**config.mk**
```make
export PLATFORM = sky130hd
export DESIGN_NAME = ddsc_top
export DESIGN_NICKNAME = d
export VERILOG_FILES = /design/src/common/ddsc_pkg.sv /design/src/rtl/ddsc_dim_chan.sv /design/src/rtl/ddsc_top.sv
export VERILOG_INCLUDE_DIRS = /design/src /design/src/common
export SDC_FILE = /design/constraint.sdc
export NUM_CORES = 1
export LEC_CHECK = 0
export BUFFER_PORTS_ARGS = -buffer_cell sky130_fd_sc_hd__buf_4
export CAP_MARGIN = 5
export CORE_ASPECT_RATIO = 0.75
export CORE_UTILIZATION = 54
export DETAILED_ROUTE_END_ITERATION = 16
export PLACE_DENSITY_LB_ADDON = 0.12
export SLEW_MARGIN = 20
export SYNTH_ARGS = -nofsm -noshare
export SYNTH_HDL_FRONTEND = slang
export SYNTH_SLANG_ARGS = --single-unit
```
**constraint.sdc**
```tcl
create_clock -name clk_i -period 2.4 [get_ports clk_i]
set_clock_uncertainty 0.2 [all_clocks]
set_input_delay 0.12 -clock clk_i [delete_from_list [all_inputs] [get_ports clk_i]]
set_output_delay 0.12 -clock clk_i [all_outputs]
set_load 0.01 [all_outputs]
```
**src/common/ddsc_cfg.svh**
```systemverilog
// Notes on behaviour
// - Dimming source: pin at 0, counter at 1
// - Internal dimming ignores the dimming pins
// - Per channel 10-bit counter, split duty
// - Duty passes on only at low-part write
// - Pending duty loads at count 1022
// - Dimming clock divided by 2^code, 3-bit code (1 to 128)
// - Phase bit 0: 180 degrees; 1: in phase
// - Dimming low: gate, compensation, FET off
// - Rise: drive on, connect once sense exceeds
// - Internal select resets to 0, channel off
// - FET drive follows dimming, gated by enable
// - 8-bit ramp 0..255 on divided switch clock
// - Ramp runs while dimming high, else holds
// - Source change may disturb one period
// - Dual phase: amplifier two off, tied
// - Dual phase: one divider, 180 degrees, ramp
// - Dual phase: channel one duty drives both
// - Dual phase: channel two faults ignored
// - 3-bit trim, 2.5 mV steps to 17.5
// - Gate-off bit stops only that channel
`ifndef DDSC_CFG_SVH
`define DDSC_CFG_SVH
`define DDSC_CNT_W 10
`define DDSC_DUTY_LOAD 10'h3FE
`define DDSC_PHASE_OFS 10'h200
`define DDSC_RAMP_MAX 8'hFF
`define DDSC_TRIM_STEP_UV 15'h09C4
`define DDSC_DIM_SEL_RST 1'h0
`define DDSC_PHASE_RST 1'h1
`endif

```
**src/common/ddsc_pkg.sv**
```systemverilog
package ddsc_pkg;
  typedef struct packed {
    logic hi_wr;
    logic [1:0] hi;
    logic lo_wr;
    logic [7:0] lo;
  } ddsc_duty_wr_s;
  typedef enum logic [2:0] {
    DDSC_COMP_OFF = 3'h1,
    DDSC_COMP_WAIT = 3'h2,
    DDSC_COMP_ON = 3'h4
  } ddsc_comp_e;
endpackage

```
**src/rtl/ddsc_dim_chan.sv**
```systemverilog
`timescale 1ns/1ns
`default_nettype none
`include "ddsc_cfg.svh"
module ddsc_dim_chan #(
  parameter int unsigned CNT_W = `DDSC_CNT_W
) (
  input wire logic clk_i,
  input wire logic rst_n_i,
  input wire ddsc_pkg::ddsc_duty_wr_s wr_i,
  input wire logic tick_i,
  input wire logic sync_i,
  input wire logic [CNT_W-1:0] sync_val_i,
  input wire logic [CNT_W-1:0] load_val_i,
  output logic [CNT_W-1:0] shadow_o,
  output logic [CNT_W-1:0] cnt_o,
  output logic dim_o
);
  logic [1:0] hi_q;
  logic [CNT_W-1:0] shadow_q;
  logic [CNT_W-1:0] cnt_q;
  logic [CNT_W-1:0] active_q;
  logic dim_q;

  // ----------------------------------------
  // Duty holding and shadow
  // ----------------------------------------
  always_ff @(posedge clk_i or negedge rst_n_i)
  begin
    if (!rst_n_i)
    begin
      hi_q <= 2'h0;
      shadow_q <= '0;
    end
    else
    begin
      if (wr_i.hi_wr)
        hi_q <= wr_i.hi;
      if (wr_i.lo_wr)
        shadow_q <= CNT_W'({wr_i.hi_wr ? wr_i.hi : hi_q, wr_i.lo});
    end
  end

  // ----------------------------------------
  // Counter, duty load and compare
  // ----------------------------------------
  always_ff @(posedge clk_i or negedge rst_n_i)
  begin
    if (!rst_n_i)
    begin
      cnt_q <= '0;
      active_q <= '0;
      dim_q <= 1'h0;
    end
    else
    begin
      if (sync_i)
        cnt_q <= sync_val_i;
      else if (tick_i)
        cnt_q <= cnt_q + CNT_W'(1);
      if (tick_i && cnt_q == CNT_W'(`DDSC_DUTY_LOAD))
        active_q <= load_val_i;
      dim_q <= (cnt_q < active_q);
    end
  end

  assign shadow_o = shadow_q;
  assign cnt_o = cnt_q;
  assign dim_o = dim_q;
endmodule // ddsc_dim_chan
`default_nettype wire

```
**src/rtl/ddsc_top.sv**
```systemverilog
`timescale 1ns/1ns
`default_nettype none
`include "ddsc_cfg.svh"
module ddsc_top #(
  parameter int unsigned CNT_W = `DDSC_CNT_W
) (
  input wire logic clk_i,
  input wire logic rst_n_i,
  input wire logic internal_dim_select_i,
  input wire logic dim_phase_select_i,
  input wire logic dual_phase_select_i,
  input wire logic [2:0] dim_clock_divider_i,
  input wire ddsc_pkg::ddsc_duty_wr_s [1:0] duty_wr_i,
  input wire logic [1:0] dim_input_pin_i,
  input wire logic [1:0] channel_enable_i,
  input wire logic [1:0] series_fet_drive_enable_i,
  input wire logic [1:0] channel_gate_off_i,
  input wire logic [1:0] fault_i,
  input wire logic [1:0] sense_above_comp_i,
  input wire logic [1:0][7:0] switch_div_i,
  input wire logic [1:0][7:0] softstart_clock_divider_i,
  input wire logic [1:0][2:0] phase_offset_trim_i,
  output logic [1:0] dim_active_o,
  output logic [1:0] switch_gate_out_o,
  output logic [1:0] series_fet_drive_o,
  output logic [1:0] compensation_node_connect_o,
  output logic [1:0] channel_switch_clock_o,
  output logic [1:0][7:0] softstart_ramp_dac_o,
  output logic [1:0][14:0] sense_offset_uv_o,
  output logic err_amp2_enable_o,
  output logic comp_tie_o
);

  // ----------------------------------------
  // Functions
  // ----------------------------------------
  function automatic logic [7:0] dim_div_len(input logic [2:0] code);
    dim_div_len = 8'h01 << code;
  endfunction

  function automatic logic [14:0] trim_uv(input logic [2:0] code);
    trim_uv = {12'h000, code} * `DDSC_TRIM_STEP_UV;
  endfunction

  function automatic logic div_done(input logic [7:0] cnt, input logic [7:0] len);
    div_done = (cnt >= len - 8'h01);
  endfunction

  // ----------------------------------------
  // Dimming clock divider
  // ----------------------------------------
  logic [7:0] div_cnt_q;
  logic tick_q;

  always_ff @(posedge clk_i or negedge rst_n_i)
  begin
    if (!rst_n_i)
    begin
      div_cnt_q <= 8'h00;
      tick_q <= 1'h0;
    end
    else if (div_done(div_cnt_q, dim_div_len(dim_clock_divider_i)))
    begin
      div_cnt_q <= 8'h00;
      tick_q <= 1'h1;
    end
    else
    begin
      div_cnt_q <= div_cnt_q + 8'h01;
      tick_q <= 1'h0;
    end
  end

  // ----------------------------------------
  // Counter resynchronisation
  // ----------------------------------------
  logic sel_q;
  logic ph_q;
  logic sync;

  assign sync = (internal_dim_select_i & ~sel_q) | (dim_phase_select_i != ph_q);

  always_ff @(posedge clk_i or negedge rst_n_i)
  begin
    if (!rst_n_i)
    begin
      sel_q <= `DDSC_DIM_SEL_RST;
      ph_q <= `DDSC_PHASE_RST;
    end
    else
    begin
      sel_q <= internal_dim_select_i;
      ph_q <= dim_phase_select_i;
    end
  end

  // ----------------------------------------
  // Dimming counters
  // ----------------------------------------
  logic [1:0][CNT_W-1:0] shadow;
  logic [1:0][CNT_W-1:0] cnt;
  logic [1:0][CNT_W-1:0] load_val;
  logic [1:0][CNT_W-1:0] sync_val;
  logic [1:0] int_dim;

  assign sync_val[0] = CNT_W'(0);
  assign sync_val[1] = dim_phase_select_i ? CNT_W'(0) : CNT_W'(`DDSC_PHASE_OFS);
  assign load_val[0] = shadow[0];
  assign load_val[1] = dual_phase_select_i ? shadow[0] : shadow[1];

  for (genvar g = 0; g < 2; g++)
  begin : g_chan
    ddsc_dim_chan #(
      .CNT_W(CNT_W)
    ) u_chan (
      .clk_i(clk_i),
      .rst_n_i(rst_n_i),
      .wr_i(duty_wr_i[g]),
      .tick_i(tick_q),
      .sync_i(sync),
      .sync_val_i(sync_val[g]),
      .load_val_i(load_val[g]),
      .shadow_o(shadow[g]),
      .cnt_o(cnt[g]),
      .dim_o(int_dim[g])
    );
  end

  // ----------------------------------------
  // Effective dimming and channel gating
  // ----------------------------------------
  logic [1:0] dim_eff_d;
  logic [1:0] dim_eff_q;
  logic [1:0] fault_eff;
  logic [1:0] chan_on_d;

  assign dim_eff_d = internal_dim_select_i ? int_dim : dim_input_pin_i;
  assign fault_eff = {fault_i[1] & ~dual_phase_select_i, fault_i[0]};
  assign chan_on_d = dim_eff_d & ~channel_gate_off_i & ~fault_eff & channel_enable_i;

  always_ff @(posedge clk_i or negedge rst_n_i)
  begin
    if (!rst_n_i)
      dim_eff_q <= 2'h0;
    else
      dim_eff_q <= dim_eff_d;
  end

  // ----------------------------------------
  // Switching clocks
  // ----------------------------------------
  logic [1:0][7:0] sw_cnt_q;
  logic [1:0][7:0] sw_cnt_d;
  logic [1:0] sw_clk_q;
  logic [1:0] sw_clk_d;
  logic [1:0] sw_prev_q;

  always_comb
  begin
    for (int i = 0; i < 2; i++)
    begin
      if (div_done(sw_cnt_q[i], switch_div_i[i]))
      begin
        sw_cnt_d[i] = 8'h00;
        sw_clk_d[i] = ~sw_clk_q[i];
      end
      else
      begin
        sw_cnt_d[i] = sw_cnt_q[i] + 8'h01;
        sw_clk_d[i] = sw_clk_q[i];
      end
    end
    if (dual_phase_select_i)
      sw_clk_d[1] = ~sw_clk_d[0];
  end

  always_ff @(posedge clk_i or negedge rst_n_i)
  begin
    if (!rst_n_i)
    begin
      sw_cnt_q <= '0;
      sw_clk_q <= 2'h0;
      sw_prev_q <= 2'h0;
    end
    else
    begin
      sw_cnt_q <= sw_cnt_d;
      sw_clk_q <= sw_clk_d;
      sw_prev_q <= sw_clk_q;
    end
  end

  // ----------------------------------------
  // Gate and series FET drive
  // ----------------------------------------
  logic [1:0] gate_q;
  logic [1:0] fet_q;

  always_ff @(posedge clk_i or negedge rst_n_i)
  begin
    if (!rst_n_i)
    begin
      gate_q <= 2'h0;
      fet_q <= 2'h0;
    end
    else
    begin
      gate_q <= chan_on_d & sw_clk_d;
      fet_q <= dim_eff_d & series_fet_drive_enable_i;
    end
  end

  // ----------------------------------------
  // Compensation node connection
  // ----------------------------------------
  ddsc_pkg::ddsc_comp_e [1:0] comp_st_q;
  logic [1:0] comp_con_q;

  always_ff @(posedge clk_i or negedge rst_n_i)
  begin
    if (!rst_n_i)
    begin
      comp_st_q <= '{ddsc_pkg::DDSC_COMP_OFF, ddsc_pkg::DDSC_COMP_OFF};
      comp_con_q <= 2'h0;
    end
    else
    begin
      for (int i = 0; i < 2; i++)
      begin
        case (comp_st_q[i])
          ddsc_pkg::DDSC_COMP_OFF:
          begin
            if (dim_eff_q[i])
              comp_st_q[i] <= ddsc_pkg::DDSC_COMP_WAIT;
          end
          ddsc_pkg::DDSC_COMP_WAIT:
          begin
            if (!dim_eff_q[i])
              comp_st_q[i] <= ddsc_pkg::DDSC_COMP_OFF;
            else if (sense_above_comp_i[i])
            begin
              comp_st_q[i] <= ddsc_pkg::DDSC_COMP_ON;
              comp_con_q[i] <= 1'h1;
            end
          end
          ddsc_pkg::DDSC_COMP_ON:
          begin
            if (!dim_eff_q[i])
            begin
              comp_st_q[i] <= ddsc_pkg::DDSC_COMP_OFF;
              comp_con_q[i] <= 1'h0;
            end
          end
          default:
          begin
            comp_st_q[i] <= ddsc_pkg::DDSC_COMP_OFF;
            comp_con_q[i] <= 1'h0;
          end
        endcase
      end
    end
  end

  // ----------------------------------------
  // Soft-start ramps
  // ----------------------------------------
  logic [1:0][7:0] ss_cnt_q;
  logic [1:0][7:0] ramp_q;
  logic [1:0] sw_rise;

  assign sw_rise = sw_clk_q & ~sw_prev_q;

  always_ff @(posedge clk_i or negedge rst_n_i)
  begin
    if (!rst_n_i)
    begin
      ss_cnt_q <= '0;
      ramp_q <= '0;
    end
    else
    begin
      for (int i = 0; i < 2; i++)
      begin
        if (!channel_enable_i[i])
        begin
          ss_cnt_q[i] <= 8'h00;
          ramp_q[i] <= 8'h00;
        end
        else if (sw_rise[i])
        begin
          if (div_done(ss_cnt_q[i], softstart_clock_divider_i[i]))
          begin
            ss_cnt_q[i] <= 8'h00;
            if (dim_eff_q[i] && ramp_q[i] != `DDSC_RAMP_MAX)
              ramp_q[i] <= ramp_q[i] + 8'h01;
          end
          else
            ss_cnt_q[i] <= ss_cnt_q[i] + 8'h01;
        end
      end
    end
  end

  // ----------------------------------------
  // Shared-mode and trim outputs
  // ----------------------------------------
  logic [1:0][7:0] ramp_out_q;
  logic [1:0][14:0] trim_q;
  logic amp2_q;
  logic tie_q;

  always_ff @(posedge clk_i or negedge rst_n_i)
  begin
    if (!rst_n_i)
    begin
      ramp_out_q <= '0;
      trim_q <= '0;
      amp2_q <= 1'h1;
      tie_q <= 1'h0;
    end
    else
    begin
      ramp_out_q[0] <= ramp_q[0];
      ramp_out_q[1] <= dual_phase_select_i ? ramp_q[0] : ramp_q[1];
      trim_q[0] <= trim_uv(phase_offset_trim_i[0]);
      trim_q[1] <= trim_uv(phase_offset_trim_i[1]);
      amp2_q <= ~dual_phase_select_i;
      tie_q <= dual_phase_select_i;
    end
  end

  assign dim_active_o = dim_eff_q;
  assign switch_gate_out_o = gate_q;
  assign series_fet_drive_o = fet_q;
  assign compensation_node_connect_o = comp_con_q;
  assign channel_switch_clock_o = sw_clk_q;
  assign softstart_ramp_dac_o = ramp_out_q;
  assign sense_offset_uv_o = trim_q;
  assign err_amp2_enable_o = amp2_q;
  assign comp_tie_o = tie_q;
endmodule // ddsc_top
`default_nettype wire

```
==> metrics <==
initial DRC count=426; Comb power frac=0.282; critical path class=primary input to flip-flop; Placed Cells=1338; Nets=1356; share of cells above drive strength 1=0.228; Worst-path clk slew=0.08 ns; ys async rst share=1.00; worst vdd rail ir drop=0.493 mV; Switch Pwr=3300 uW; CTS buffer count=17; fin crit period=2.33 ns; Layout fillers=1307; number of synthesized register bits=183; row cnt=42; status=completed; pwr dens=779 mW/mm^2; Finished Layout Cells=1437; Total GRT Usage=0.244; Adder-Cell Fraction of Synth Area=0.123; WL met2=9620 um; vias in the first global route=7423; CTS tree=done; DR top layer=met4; XOR/XNOR Fraction of Synth Area=0.0684; post-DR wirelength/cell=14.7 um; cell-internal power=6540 uW; largest net degree at the start of global routing=62; area delta synth->final=29.7%; Post-Route WL=21100 um; max cap viols=0; wire length on met1=10200 um; unrepaired setup endpoints after global routing=false; Core Area=0.0177 mm^2; CTS max path bufs=2; initial core utilization=0.551; Vias=7554; Clock Latency Late Sink=0.44 ns; Port Buf Inserts=133; worst hold path class=primary input to asynchronous set/reset pin; initial antenna violation count=0; final-report setup violation count=0; power share of the sequential group=0.440; Lkg Pwr=0.00612 uW; final hold viol count=0; met3 WL=1120 um; HPWL after DPL=14900 um; r2r worst-path depth=6; Die Area=0.0186 mm^2; WHS=0.00219 ns; Slew Limit Fails=0; Mapped Avg Cell Area=10.4 um^2; DRT Pass-1 Iters=5; Root Buffer=clkbuf_16; Final Worst Setup Slack=0.0702 ns; sw frac=0.336; largest family of logic cells by synthesized area=simple AND/OR/NAND/NOR gates; Detail Route Antenna Nets=0; drc violations=0; first-pass GRT wire length=35800 um; Max-Slew Margin vs Limit=0.613; synthesized cell area=0.00973 mm^2; Via density=5.26; sequential-to-total area share from yosys stat=0.471; pre-CTS setup slack=-0.266 ns; post-synthesis compound-gate area fraction=0.100; Clk network pwr share=0.278; I/O Pins=140; crit path capture type=flip-flop; Crit path arrival time=2.45 ns; placed inst area=0.0114 mm^2; Synth Area in Simple Gates=0.144; Die Ht=118 um; post-synth cell types=61; f_max=429 MHz; clock sink total=183; die width=157 um; fin crit share=0.971; YS warnings=0; reg-to-reg startpoint=ss_cnt_q[6]; Syn Inst Count=932; Routability Congestion=0.862; Max H-tree Level=4; final instance area=0.0126 mm^2; Worst R2R End=ramp_q[0]; Max Fanout on Critical Path=5; Req. time, crit path=2.52 ns; mux cell area share after synthesis=0.0540; main flop type after synthesis=dfrtp_1; # diodes=0; number of synthesized flops with an enable pin=0; CP Launch Type=primary input; r2r setup slk=0.09 ns; measured slew at the worst slew-check pin=0.575 ns; grt ovf=0
## metal layers
metal | vias to the layer above | global-route usage
met5 | - | 0
met1 | 3618 | 0.344
met4 | 0 | 0.0680
met3 | 16 | 0.0550
met2 | 176 | 0.379
li1 | 3744 | -
## synthesized netlist by cell type, types with 6 or more instances
| master | number | area (um^2) |
|---|---|---|
| fa_1 | 6 | 120 |
| nor3_1 | 12 | 60.1 |
| nor2_1 | 73 | 274 |
| ha_1 | 86 | 1080 |
| dfrtp_1 | 179 | 4480 |
| o21ai_0 | 46 | 230 |
| a21oi_1 | 31 | 155 |
| inv_1 | 64 | 240 |
| buf_4 | 8 | 60.1 |
| nand2_1 | 81 | 304 |
| or3_1 | 7 | 43.8 |
| nand2b_1 | 14 | 87.6 |
| nand4_1 | 13 | 81.3 |
| clkbuf_1 | 13 | 48.8 |
| xnor2_1 | 36 | 315 |
| and3_1 | 20 | 125 |
| a211oi_1 | 11 | 82.6 |
| mux2i_1 | 12 | 120 |
| mux2_2 | 35 | 394 |
| and4_1 | 6 | 52.6 |
| a21o_1 | 10 | 75.1 |
| a31oi_1 | 8 | 50.1 |
| xor2_1 | 40 | 350 |
| o22ai_1 | 6 | 37.5 |
| nand3_1 | 36 | 180 |
## cell usage in the layout, fill, tap and decap left out, drive strengths merged, types with 4 or more instances in the layout
master,count
buf,183
dfrtp,179
ha,86
nand2,81
nor2,73
inv,73
dlygate4sd3,66
o21ai,52
xor2,40
nand3,38
xnor2,36
mux2,36
a21oi,32
and3,20
clkbuf,18
nand2b,14
nand4,13
mux2i,12
nor3,12
a211oi,11
a21o,10
a31oi,9
conb,7
and4,7
or3,7
o22ai,6
fa,6
o21a,5
and2,5
a22o,5
nor4,5
nor2b,4
o31ai,4
dfstp,4
clkinv,4
## repair_timing
item                                    in CTS  in global routing
hold buffers                                66                  0
endpoints found under the setup margin       0                  3
endpoints found under the hold margin      261                  0
gates resized for setup                      0                  1
setup buffers                                0                  1
## how the worst max path moves through the flow
stage / from / end
after detailed placement: softstart_clock_divider_i[5] / ramp_q[0]
after CTS: ss_cnt_q[6] / ramp_q[0]
after floorplan: dim_clock_divider_i[2] / div_cnt_q[1]
after global placement: softstart_clock_divider_i[5] / ramp_q[0]
final: phase_offset_trim_i[3] / sense_offset_uv_o[27]
after global routing: ss_cnt_q[6] / ramp_q[0]
## power groups by stage
stage	clock network (uW)	registers [uW]	logic, uW
4_1_cts	2780	4320	2780
2_1_floorplan	0	4330	1550
6_report	2730	4330	2770
3_3_place_gp	0	4360	2560
5_1_grt	2930	4430	3130
3_5_place_dp	0	4370	2650
## layout make-up
cell class / count / area (um^2) / share of cell area
Clock inverter: 15 / 155 / 0.0123
Multi-Input combinational cell: 665 / 4840 / 0.383
Tap cell: 242 / 303 / 0.0240
Sequential cell: 183 / 4590 / 0.363
Timing Repair Buffer: 250 / 2070 / 0.164
Clock buffer: 17 / 425 / 0.0337
Inverter: 65 / 244 / 0.0193
## registers in the layout, summed over array words and instances, names as in the netlist, 4 cells and up
signal and count:
g_chan.u_chan.active_q 20, g_chan.u_chan.cnt_o 20, div_cnt_q 8, g_chan.u_chan.hi_q 4, softstart_ramp_dac_o 16, ramp_q 16, ss_cnt_q 16, g_chan.u_chan.shadow_o 20
sense_offset_uv_o 22, sw_cnt_q 16, comp_st_q 6
## through the flow
step,util,total power (uW),setup TNS [ns]
global route,0.715,10500,0
floorplan,-,5870,-0.805
detailed placement,0.644,7020,-6.38
finish,0.715,9840,0
CTS,0.714,9880,0
global placement,0.644,6920,-4.05
## kinds of logic (layout without fill, tap and decap cells)
kind of cell    count (synthesis)  after routing
xor+xnor                       76             76
fa+ha+maj                      92             92
flops                         183            183
other cells                     2              7
mux                            48             48
compound gates                153            153
simple gates                  289            289
buf+inv                        89            347
## worst max-delay path, cell delays in order
cell and delay (ns):
dlygate4sd3_1 0.55, buf_4 0.17, fa_1 0.54, ha_1 0.18, inv_1 0.06, fa_1 0.40, nor2b_1 0.12, o21ai_0 0.15
xnor2_1 0.16
Power figures use the tool's default switching activity.
